`src/verilog/brio_pkg.sv`:
```
package brio_pkg;
  // ---------------------------------------------------------------
  // remote word map
  // ---------------------------------------------------------------
  localparam int unsigned WORD_W        = 16;
  localparam int unsigned WORD_ADDR_W   = 7;
  localparam logic [6:0]  WORD_STATUS   = 7'h00;
  localparam logic [6:0]  WORD_EVENT    = 7'h01;
  localparam logic [6:0]  WORD_IMG_BASE = 7'h04;
  localparam logic [6:0]  WORD_IMG_LAST = 7'h13;
  localparam int unsigned IMG_WORDS     = 16;
  localparam int unsigned IMG_POINTS    = 256;

  // ---------------------------------------------------------------
  // bit positions
  // ---------------------------------------------------------------
  localparam int unsigned BIT_READY       = 0;
  localparam int unsigned BIT_SHORT       = 1;
  localparam int unsigned BIT_VDROP       = 3;
  localparam int unsigned BIT_DISC        = 4;
  localparam int unsigned BIT_ALARM       = 0;
  localparam int unsigned BIT_PACC_DONE   = 1;
  localparam int unsigned BIT_PACC_ERR    = 2;
  localparam int unsigned BIT_ADDR_DET    = 4;
  localparam int unsigned BIT_ERR_RESET   = 0;
  localparam int unsigned BIT_ADDR_CMD    = 1;
  localparam int unsigned BIT_PACC_REQ    = 0;
  localparam int unsigned BIT_BATCH_READ  = 1;
  localparam int unsigned BIT_BATCH_WRITE = 2;

  // writable masks: prohibited output bits are dropped
  localparam logic [15:0] CMD_MASK   = 16'h0003;
  localparam logic [15:0] PARAM_MASK = 16'h0007;

  // ---------------------------------------------------------------
  // station number and point count
  // ---------------------------------------------------------------
  localparam logic [6:0]  STATION_MIN = 7'h01;
  localparam logic [6:0]  STATION_MAX = 7'h78;
  localparam logic [6:0]  TENS_WEIGHT = 7'h0A;
  localparam logic [3:0]  DIGIT_MAX   = 4'h9;
  localparam logic [8:0]  POINTS_256  = 9'h100;
  localparam logic [8:0]  POINTS_128  = 9'h080;
  localparam logic [8:0]  POINTS_64   = 9'h040;
  localparam logic [8:0]  POINTS_32   = 9'h020;
  localparam logic [2:0]  OCC_256     = 3'h4;
  localparam logic [2:0]  OCC_128     = 3'h2;
  localparam logic [2:0]  OCC_64      = 3'h1;
  localparam logic [2:0]  OCC_32      = 3'h1;
  localparam logic [2:0]  CYC_256     = 3'h3;
  localparam logic [2:0]  CYC_128     = 3'h2;
  localparam logic [2:0]  CYC_64      = 3'h1;
  localparam logic [2:0]  CYC_32      = 3'h0;

  typedef struct packed {
    logic short_err;
    logic vdrop_err;
    logic disc_err;
    logic alarm;
    logic pacc_done;
    logic pacc_err;
    logic addr_det;
  } brio_event_s;

  typedef struct packed {
    logic       valid;
    logic [6:0] number;
  } brio_station_s;
endpackage

```
`src/verilog/brio_remote_io_map.sv`:
```
`timescale 1ns/1ps
module brio_remote_io_map (
  input  wire logic                      i_clock,
  input  wire logic                      i_rstn,
  input  wire logic [3:0]                i_station_tens,
  input  wire logic [3:0]                i_station_ones,
  input  wire logic                      i_station_duplicate,
  input  wire logic                      i_point_count_select_low,
  input  wire logic                      i_point_count_select_high,
  input  wire logic                      i_test_done,
  input  wire logic                      i_hw_failure,
  input  wire brio_pkg::brio_event_s     i_event,
  input  wire logic [255:0]              i_sensor_points,
  input  wire logic                      i_wr_en,
  input  wire logic                      i_rd_en,
  input  wire logic [6:0]                i_addr,
  input  wire logic [15:0]               i_wdata,
  output logic      [15:0]               o_rdata,
  output logic                           o_error_led,
  output logic                           o_station_accepted,
  output brio_pkg::brio_station_s        o_station,
  output logic      [8:0]                o_point_count,
  output logic      [2:0]                o_occupied_stations,
  output logic      [2:0]                o_cycle_code,
  output logic                           o_error_reset_request,
  output logic                           o_addr_detect_command,
  output logic                           o_param_access_request,
  output logic                           o_param_batch_read_cmd,
  output logic                           o_param_batch_write_cmd,
  output logic      [255:0]              o_actuator_points
);
  // ---------------------------------------------------------------
  // power-on sampling
  // ---------------------------------------------------------------
  logic       sampled;
  logic       sel_low;
  logic       sel_high;
  logic [7:0] next_sum;
  logic [6:0] next_number;
  logic       next_valid;

  // decimal compose, wide enough that 129 cannot wrap
  always_comb begin
    next_sum    = 8'(i_station_tens) * 8'(brio_pkg::TENS_WEIGHT) + 8'(i_station_ones);
    next_number = next_sum[6:0];
    next_valid  = (i_station_ones <= brio_pkg::DIGIT_MAX)
                  && (next_sum >= 8'(brio_pkg::STATION_MIN))
                  && (next_sum <= 8'(brio_pkg::STATION_MAX));
  end

  // one capture after reset release, later switch moves ignored
  always_ff @(posedge i_clock) begin
    if (!i_rstn) begin
      sampled   <= 1'b0;
      o_station <= '0;
      sel_low   <= 1'b0;
      sel_high  <= 1'b0;
    end else if (!sampled) begin
      sampled         <= 1'b1;
      o_station.number <= next_number;
      o_station.valid  <= next_valid;
      sel_low          <= i_point_count_select_low;
      sel_high         <= i_point_count_select_high;
    end
  end

  always_ff @(posedge i_clock) begin
    if (!i_rstn) begin
      o_point_count       <= brio_pkg::POINTS_256;
      o_occupied_stations <= brio_pkg::OCC_256;
      o_cycle_code        <= brio_pkg::CYC_256;
    end else begin
      case ({sel_high, sel_low})
        2'b00: begin
          o_point_count       <= brio_pkg::POINTS_256;
          o_occupied_stations <= brio_pkg::OCC_256;
          o_cycle_code        <= brio_pkg::CYC_256;
        end
        2'b01: begin
          o_point_count       <= brio_pkg::POINTS_128;
          o_occupied_stations <= brio_pkg::OCC_128;
          o_cycle_code        <= brio_pkg::CYC_128;
        end
        2'b10: begin
          o_point_count       <= brio_pkg::POINTS_64;
          o_occupied_stations <= brio_pkg::OCC_64;
          o_cycle_code        <= brio_pkg::CYC_64;
        end
        default: begin
          o_point_count       <= brio_pkg::POINTS_32;
          o_occupied_stations <= brio_pkg::OCC_32;
          o_cycle_code        <= brio_pkg::CYC_32;
        end
      endcase
    end
  end

  always_ff @(posedge i_clock) begin
    if (!i_rstn) begin
      o_error_led        <= 1'b0;
      o_station_accepted <= 1'b0;
    end else if (sampled) begin
      o_error_led        <= !o_station.valid || i_station_duplicate;
      o_station_accepted <= o_station.valid && !i_station_duplicate;
    end
  end

  // ---------------------------------------------------------------
  // remote output words
  // ---------------------------------------------------------------
  logic [15:0] cmd_word;
  logic [15:0] param_word;
  logic        wr_img;
  logic [3:0]  wr_idx;

  assign wr_img = i_wr_en && (i_addr >= brio_pkg::WORD_IMG_BASE)
                  && (i_addr <= brio_pkg::WORD_IMG_LAST);
  assign wr_idx = 4'(i_addr - brio_pkg::WORD_IMG_BASE);

  always_ff @(posedge i_clock) begin
    if (!i_rstn) begin
      cmd_word   <= '0;
      param_word <= '0;
    end else if (i_wr_en && i_addr == brio_pkg::WORD_STATUS) begin
      cmd_word <= i_wdata & brio_pkg::CMD_MASK;
    end else if (i_wr_en && i_addr == brio_pkg::WORD_EVENT) begin
      param_word <= i_wdata & brio_pkg::PARAM_MASK;
    end
  end

  always_ff @(posedge i_clock) begin
    if (!i_rstn) begin
      o_actuator_points <= '0;
    end else if (wr_img) begin
      o_actuator_points[wr_idx*brio_pkg::WORD_W +: brio_pkg::WORD_W] <= i_wdata;
    end
  end

  assign o_error_reset_request   = cmd_word[brio_pkg::BIT_ERR_RESET];
  assign o_addr_detect_command   = cmd_word[brio_pkg::BIT_ADDR_CMD];
  assign o_param_access_request  = param_word[brio_pkg::BIT_PACC_REQ];
  assign o_param_batch_read_cmd  = param_word[brio_pkg::BIT_BATCH_READ];
  assign o_param_batch_write_cmd = param_word[brio_pkg::BIT_BATCH_WRITE];

  // ---------------------------------------------------------------
  // error latches
  // ---------------------------------------------------------------
  logic reset_prev;
  logic reset_pulse;
  logic short_l;
  logic vdrop_l;
  logic disc_l;
  logic alarm_l;
  logic pacc_err_l;
  logic ready;

  always_ff @(posedge i_clock) begin
    if (!i_rstn) begin
      reset_prev <= 1'b0;
    end else begin
      reset_prev <= o_error_reset_request;
    end
  end
  // on-then-off: clear on the falling edge of the request
  assign reset_pulse = reset_prev && !o_error_reset_request;

  // latched until cause gone and reset; a live cause wins
  // vdrop latches from power-up like any other cause
  always_ff @(posedge i_clock) begin
    if (!i_rstn) begin
      short_l    <= 1'b0;
      vdrop_l    <= 1'b0;
      disc_l     <= 1'b0;
      alarm_l    <= 1'b0;
      pacc_err_l <= 1'b0;
    end else begin
      short_l    <= i_event.short_err || (short_l && !reset_pulse);
      vdrop_l    <= i_event.vdrop_err || (vdrop_l && !reset_pulse);
      disc_l     <= i_event.disc_err  || (disc_l && !reset_pulse);
      alarm_l    <= i_event.alarm     || (alarm_l && !reset_pulse);
      pacc_err_l <= i_event.pacc_err  || (pacc_err_l && !reset_pulse);
    end
  end

  // ready follows test done and no failure
  always_ff @(posedge i_clock) begin
    if (!i_rstn) begin
      ready <= 1'b0;
    end else begin
      ready <= i_test_done && !i_hw_failure;
    end
  end

  // ---------------------------------------------------------------
  // read path
  // ---------------------------------------------------------------
  logic [15:0] status_word;
  logic [15:0] event_word;
  logic [3:0]  rd_idx;
  logic        rd_img;

  always_comb begin
    status_word = '0;
    status_word[brio_pkg::BIT_READY] = ready;
    status_word[brio_pkg::BIT_SHORT] = short_l;
    status_word[brio_pkg::BIT_VDROP] = vdrop_l;
    status_word[brio_pkg::BIT_DISC]  = disc_l;
  end

  always_comb begin
    event_word = '0;
    event_word[brio_pkg::BIT_ALARM]     = alarm_l;
    event_word[brio_pkg::BIT_PACC_DONE] = i_event.pacc_done;
    event_word[brio_pkg::BIT_PACC_ERR]  = pacc_err_l;
    event_word[brio_pkg::BIT_ADDR_DET]  = i_event.addr_det;
  end

  assign rd_img = (i_addr >= brio_pkg::WORD_IMG_BASE) && (i_addr <= brio_pkg::WORD_IMG_LAST);
  assign rd_idx = 4'(i_addr - brio_pkg::WORD_IMG_BASE);

  always_ff @(posedge i_clock) begin
    if (!i_rstn) begin
      o_rdata <= '0;
    end else if (i_rd_en) begin
      if (i_addr == brio_pkg::WORD_STATUS) begin
        o_rdata <= status_word;
      end else if (i_addr == brio_pkg::WORD_EVENT) begin
        o_rdata <= event_word;
      end else if (rd_img) begin
        o_rdata <= i_sensor_points[rd_idx*brio_pkg::WORD_W +: brio_pkg::WORD_W];
      end else begin
        o_rdata <= '0;
      end
    end
  end
endmodule

```
`config.mk`:
```
export PLATFORM = sky130hd
export DESIGN_NAME = brio_remote_io_map
export DESIGN_NICKNAME = d
export VERILOG_FILES = /design/src/verilog/brio_pkg.sv /design/src/verilog/brio_remote_io_map.sv
export SDC_FILE = /design/constraint.sdc
export NUM_CORES = 1
export LEC_CHECK = 0
export BUFFER_PORTS_ARGS = -buffer_cell sky130_fd_sc_hd__buf_2
export CORE_AREA = 2 2 238 240
export CTS_CLUSTER_DIAMETER = 80
export DETAILED_ROUTE_END_ITERATION = 6
export DIE_AREA = 0 0 240 242
export SLEW_MARGIN = 25
export SYNTH_ARGS = -nofsm -noshare
export SYNTH_HDL_FRONTEND = slang
export SYNTH_SLANG_ARGS = --single-unit
```
`constraint.sdc`:
```
create_clock -name i_clock -period 5.8 [get_ports i_clock]
set_input_delay 1.74 -clock i_clock [delete_from_list [all_inputs] [get_ports i_clock]]
set_output_delay 1.74 -clock i_clock [all_outputs]
set_load 0.05 [all_outputs]
```
== Word level (Yosys, flattened, before mapping) ==
Cells that the tools add are included.
Storage, ports and cells
  bits in registers: 312
  bits of input ports: 303
  output and inout port bits: 302
  word-level logic and storage cells: 74
Operators by class
  $add $sub $neg: 3
  multiply operators: 1
  order comparisons: 5
  equality and inequality tests: 3
  shifts and indexed selects: 3
  mux-type cells: 8
  bitwise logic cells: 1
  reduce and logical (&&, ||, !) cells: 29
Operator list (count)
  bitwise mux 256 bit: 1
  variable shift 16 x 34 -> 256 bit, first input constant: 1
  variable part select 16 x 34 -> 256 bit: 1
  variable part select 256 x 9 -> 16 bit: 1
  two-way mux 16 bit: 3
  negator 8 -> 34 bit: 1
  one-hot mux 9 bit (3 select lines): 1
  logical AND 1 bit: 15
  adder 8 x 4 -> 8 bit: 1
  greater-or-equal comparator 8 x 1 -> 1 bit, second input constant: 1
  less-or-equal comparator 8 x 7 -> 1 bit, second input constant: 1
  equality test 7 x 1 -> 1 bit, second input constant: 1
  greater-or-equal comparator 7 x 3 -> 1 bit, second input constant: 1
  less-or-equal comparator 7 x 5 -> 1 bit, second input constant: 1
  logical NOT 7 bit: 1
  multiplier 4 x 3 -> 7 bit, second input constant: 1
  logical OR 1 bit: 6
  one-hot mux 2 bit (3 select lines): 1
  one-hot mux 3 bit (2 select lines): 1
  logical NOT 1 bit: 5
  less-or-equal comparator 4 bit, second input constant: 1
  subtractor 4 x 3 -> 4 bit, second input constant: 1
  equality test 2 x 1 -> 1 bit, second input constant: 1
  equality test 2 bit, second input constant: 1
  4 further kinds: 4

== Logic depth before layout (Yosys ltp) ==
Gate-level depths: netlist (run 1).
  word-level depth: 5
  mapped depth: 13
  depth with buffers taken out: 8

== Least setup slack after synthesis (run 1) ==
Ideal clock, no wire load.
  path type: input to register
  from: in i_addr[1]
  to: reg o_actuator_points[101]
  library setup time: 0.072 ns
  data arrival time: 4.518 ns
  data required time: 5.728 ns
  path slack: 1.210 ns
  stages on the path: 13
  buffers on the path: 6
  path through: buf_2 -> clkbuf_1 -> buf_1 -> inv_1 -> ha_1 -> buf_2 -> a21o_1 -> a2111o_1 -> nor3_2 -> and3_1 -> buf_4 -> buf_6 -> mux2i_1
On the way
  cells in the longest elaborated chain, start to end: 4
RTL lines
  start: declaration: line brio_remote_io_map.sv:16  | input wire logic [6:0] i_addr,
  subtractor 4 x 3 -> 4 bit: line brio_remote_io_map.sv:118  | assign wr_idx = 4'(i_addr - brio_pkg::WORD_IMG_BASE);
  negator 8 -> 34 bit: line brio_remote_io_map.sv:135  | o_actuator_points[wr_idx*brio_pkg::WORD_W +: brio_pkg::WORD_W] <= i_wdata;
  variable part select 16 x 34 -> 256 bit or variable shift 16 x 34 -> 256 bit (tied branches): line brio_remote_io_map.sv:135
  bitwise mux 256 bit: line brio_remote_io_map.sv:135
  end signal: indexed assignment: line brio_remote_io_map.sv:135
  end: declaration: line brio_remote_io_map.sv:30  | output logic [255:0] o_actuator_points
Several ways; a longest one is shown, not always the timed one.
A chain may end at the register's enable or synchronous reset.

== Worst setup path in the final report (run 1) ==
  from: in i_addr[0]
  to: reg o_actuator_points[86]
Same word-level chain as after synthesis.

==> results.txt, run 1 <==
Ys Warns = 0
GRT overflow = 0
Worst-Skew Late Latency = 540 ps
Max VDD drop = 0.2072 mV
clock skew = 8.642 ps
Routed Antenna Nets = 0
Max-cap violations = 0
CP required = 6210 ps
Synth cell types = 61
fin crit share = 78.43%
status = finished, final reports clean
Max H-tree Level = 2
top cell type by total area after synthesis = dfxtp_1
Layout Nets = 2,287
cell area after layout = 18,510 um2
worst setup path category = primary input to register
Seq cells post-synth = 305
Post-Syn Area = 13,820 um2
routed wire length = 62,550 um
Worst-Margin Slew = 943.0 ps
count leader, synth = dfxtp_1
Post-synth EDFFs = 0
die span in y = 242 um
clk buf depth = 3
worst hold path class = register to register
max-slew violation count = 0
GPL Wtd Cong = 0.9387
Die W = 240 um
FFs w/ async S/R, synth = 0%
post-CTS setup buffers = 0
min cycle time layout = 4549 ps
area delta synth->final = 33.97%
Setup violations, final = 0
post-placement cell area = 17,320 um2
Row Count = 87
Final TNS setup = 0 ps
Initial Utilization = 24.79%
GRT Total Usage = 20.82%
largest net degree at the start of global routing = 120
Crit. End Element = register
DR WL/cell = 22.69 um
crit path max fanout = 32
# hold bufs at CTS = 0
Via Count = 13,500
power density over the cells = 269.8 nW/um2
fraction of layout cells with a size suffix above 1 = 38.47%
die area = 58,080 um2
Max Freq = 219.8 MHz
Initial DRC Count = 910
fill count = 5,854
Synth Area per Inst = 9.470 um2
share of the synthesized area in the top cell type = 44.19%
synth cell count leaders = 305 x dfxtp_1, 273 x nand2_1, 133 x nand3_1, 118 x o21ai_0, 109 x clkbuf_1
CP startpoint kind = primary input
# IOs = 605
Clock Sinks = 305
CTS tree = done
vias in the first global route = 13,070
root buffer cell = clkbuf_16
Post-CTS Resized = 0
Critical Path AT = 4960 ps
Core Box Area = 55,730 um2
DPL Wire Length = 47,080 um
Final Hold Fails = 0
unrepaired setup endpoints after global routing = false
Leak = 8.325 nW
Gate Count Post-Synth = 1,459
max_slew headroom = 37.13%
initial antenna violation count = 12
first-pass iteration count of the detailed router = 5
prevailing post-synth register cell = dfxtp_1
first-pass GRT wire length = 90,090 um
dominant cells by area after synthesis = dfxtp_1 44%, mux4_2 10%, mux2i_1 7.8%
sequential area share after synthesis = 44.19%
Residual DRC = 0
IO Port Bufs = 598
via/cell ratio = 4.897
CTS Buf Count = 35
Clock Pin Slew Worst Setup and Hold Paths = 60 ps
==> path summary, 6_finish.rpt <==
path / cells after the start / endpoint / from / slack [ps]
hold / removal: 2 / o_actuator_points[52] / o_actuator_points[52] / 450
hold reg to reg: 2 / o_actuator_points[52] / o_actuator_points[52] / 450
setup reg to reg: 4 / o_station[7] / sampled / 4170
setup / recovery: 8 / o_actuator_points[86] / i_addr[0] / 1250
==> routing by layer <==
| metal | GRT usage [%] | vias up | wire, um |
|---|---|---|---|
| li1 | - | 6288 | - |
| met1 | 29.31 | 6610 | 29050 |
| met2 | 31.63 | 529 | 27680 |
| met3 | 5.424 | 62 | 4744 |
| met4 | 4.951 | 6 | 1021 |
| met5 | 0 | - | 45 |
==> worst max-delay path: stages <==
cell and delay [ps]:
buf_4 250, inv_1 150, ha_1 520, a2111oi_4 230
a2111oi_2 650, buf_4 270, nand3_2 530, o41ai_1 580
==> cell type report <==
| type | count | area, um2 | share of cell area, % |
|---|---|---|---|
| multi-input cells | 994 | 7039 | 38.03 |
| well taps | 756 | 945.9 | 5.110 |
| inverters | 8 | 30.03 | 0.1622 |
| diodes | 6 | 15.01 | 0.08111 |
| clock inverters | 15 | 157.7 | 0.8517 |
| flip-flops and latches | 305 | 6106 | 32.99 |
| clock buffers | 48 | 1005 | 5.428 |
| repair buffers | 624 | 3212 | 17.35 |
==> placed cells by master, fill, tap and decap left out, types with 4 or more instances in the layout <==
master,n
o21ai_1,6
o22ai_1,12
dfxtp_1,305
o41ai_1,32
mux4_2,64
nand2_2,4
clkbuf_8,8
clkbuf_1,5
nor3_1,5
nand2_1,273
nor2b_1,23
a221oi_1,11
nor2_1,16
conb_1,6
a21boi_0,17
diode_2,6
nand3_1,133
ha_1,14
a22o_1,11
a21oi_1,10
o21ai_0,118
and3_1,8
a31oi_1,4
buf_4,24
a22oi_1,11
mux2i_1,107
buf_2,596
clkinv_2,5
nand4_1,53
clkbuf_16,35
xnor2_1,4
inv_1,8
and2_1,9
==> logic make-up after synthesis <==
kind of cell | Yosys count | share of synthesized area (%)
muxes | 171 | 18.18
buffers and inverters | 165 | 5.343
and+or+nand+nor | 545 | 18.46
AOI/OAI and AO/OA | 250 | 11.85
DFF | 305 | 44.19
adders and majority gates | 16 | 1.558
other | 1 | 0.02714
xor gates and xnor gates | 6 | 0.3803
==> metrics by stage <==
step / util [%] / hold slack, ps / setup slack [ps] / total power, mW / cells
finish: 33.21 / 448.1 / 1251 / 4.995 / 2756
global route: 33.20 / 472.2 / 996.5 / 5.181 / 2753
CTS: 33.16 / 449.0 / 1293 / 5.048 / 2750
detailed placement: 31.07 / 441.2 / 726.3 / 2.800 / 2687
global placement: 31.07 / 433.5 / 949.0 / 2.791 / 2687
floorplan: - / 429.3 / 1210 / 2.534 / 1464
==> registers in the layout, indices dropped and copies added, names as in the netlist, 2 cells and up <==
signal and flops:
cmd_word 2, o_actuator_points 256, o_cycle_code 2, o_occupied_stations 2
o_point_count 4, o_rdata 16, o_station 8, param_word 3
==> report_power, final <==
group / total [mW] / internal [mW] / switching, mW
clock: 2.24 / 1.32 / 0.921
combinational: 0.635 / 0.233 / 0.401
sequential: 2.12 / 2.11 / 0.0107
total: 4.99 / 3.66 / 1.33
No activity file was read; power rests on OpenSTA's default activity.
==> run 2, diff against run 1 <==
- CORE_AREA: 2 2 238 240 -> 2 2 237 239
- DIE_AREA: 0 0 240 242 -> 0 0 239 241
- clock period: 5.8 -> 3.85 ns (I/O delays scaled with it)
==> results.txt, run 2 (synthesis gave the netlist of run 1 again) <==
unrepaired setup endpoints after global routing = false
GPL Wtd Cong = 0.9658
first-pass GRT wire length = 89,890 um
Post-CTS Resized = 0
Worst-Margin Slew = 1071 ps
Crit. End Element = register
max-slew violation count = 0
Max Freq = 310.7 MHz
Die W = 239 um
Setup violations, final = 0
largest net degree at the start of global routing = 221
most common cell after layout, fill and taps aside = buf_2
worst r2r dst = o_station[7]
most frequent cells in the layout = 596 x buf_2, 305 x dfxtp_1, 273 x nand2_1, 133 x nand3_1, 118 x o21ai_0
CP required = 4260 ps
Initial DRC Count = 998
root buffer cell = clkbuf_16
worst r2r src = sampled
fill count = 5,629
Largest register FFs = 256
power density over the cells = 412.9 nW/um2
Final TNS setup = 0 ps
Psw = 2.037 mW
Hold WS = 446.7 ps
routed wire length = 63,000 um
die area = 57,600 um2
post-CTS setup buffers = 0
Most flops, register = o_actuator_points
Initial Utilization = 25.18%
min cycle time layout = 3218 ps
R2R Setup Slk = 2240 ps
status = finished, final reports clean
# IOs = 605
Worst Setup Slack post-DPL = 100.3 ps
crit path max fanout = 32
worst hold path class = register to register
Regs by FF count = o_actuator_points x256, o_rdata x16, o_station x8
Net Sw Frac = 26.26%
Residual DRC = 0
Worst-Skew Late Latency = 540 ps
Routed Antenna Nets = 0
Critical Path AT = 3630 ps
area delta synth->final = 35.97%
Max-cap violations = 0
via/cell ratio = 5.055
first-pass iteration count of the detailed router = 7
Layout Nets = 2,308
vias in the first global route = 13,300
DR WL/cell = 23.13 um
Layout Utilization = 34.23%
hold path endpoint = o_actuator_points[49]
GRT Total Usage = 21.00%
Inst Count DP = 2,654
die span in y = 241 um
Reg power frac = 41.2%
Max VDD drop = 0.2341 mV
cell internal pwr = 5.720 mW
Clock Sinks = 305
fin crit share = 83.60%
max_slew headroom = 28.58%
Leak = 8.489 nW
Comb power frac = 12.6%
fraction of layout cells with a size suffix above 1 = 39.05%
Clock power frac = 46.2%
GRT overflow = 0
footprint of the multi-input gates = 7033 um2
hold path depth = 2
clk buf depth = 3
CTS tree = done
worst hold start = o_actuator_points[49]
register area = 6106 um2
Final Hold Fails = 0
Core Box Area = 54,880 um2
R2R depth = 4
Max H-tree Level = 2
worst setup path category = primary input to register
Via Count = 13,770
non-filler instance count after layout = 2,724
final worst slack = 631.6 ps
initial antenna violation count = 16
Clock Pin Slew Worst Setup and Hold Paths = 60 ps
CTS Buf Count = 37
# hold bufs at CTS = 0
IO Port Bufs = 598
clock skew = 9.571 ps
Row Count = 86
DPL Wire Length = 47,630 um
CP startpoint kind = primary input
[run 2: cell types whose count changed in the layout (fill, tap and decap cells not counted), sizes merged]
cell and change:
clkbuf +5, clkinv -2, buf +19, diode +1, inv -2, clkinvlp -1
[run 2: worst max-delay path, stage by stage]
cell and delay, ps:
buf_4 200, inv_1 100, ha_1 300, buf_4 200
or2_2 310, a21oi_1 570, nand3_1 150, buf_4 270
o41ai_1 360
[run 2: metrics by stage]
step / power (mW) / cell area, um2
after floorplan: 3.817 / 13840
after global placement: 4.220 / 17520
after detailed placement: 4.234 / 17520
after CTS: 7.826 / 18770
after global routing: 8.024 / 18780
final: 7.758 / 18790
[run 2: metal layers]
layer / vias to the layer above / GRT usage (%) / share of wire, %
li1: 6335 / - / -
met2: 609 / 31.18 / 43
met5: - / 0 / 0.10
met1: 6711 / 29.11 / 45
met3: 105 / 5.970 / 8.9
met4: 10 / 7.102 / 2.6
[run 2: worst max-delay path by stage]
stage	end	from
global route	o_actuator_points[117]	i_addr[0]
finish	o_actuator_points[117]	i_addr[0]
floorplan	o_actuator_points[101]	i_addr[1]
CTS	o_actuator_points[117]	i_addr[0]
detailed placement	o_actuator_points[81]	i_addr[0]
global placement	o_actuator_points[84]	i_addr[0]
[run 2: power by group through the flow]
stage | clock, mW | sequential (mW) | combinational, mW
6_report | 3.58 | 3.20 | 0.975
5_1_grt | 3.79 | 3.20 | 1.04
4_1_cts | 3.66 | 3.20 | 0.970
3_5_place_dp | 0 | 3.27 | 0.967
3_3_place_gp | 0 | 3.27 | 0.955
2_1_floorplan | 0 | 3.33 | 0.490
[run 2: cell type report]
class,instances,area share (%)
clock inverter,10,0.6527
multi-input combinational,994,37.44
clock buffer,53,6.007
tap,704,4.689
inverter,8,0.1598
timing repair buffer,643,18.46
antenna,7,0.09324
sequential,305,32.50
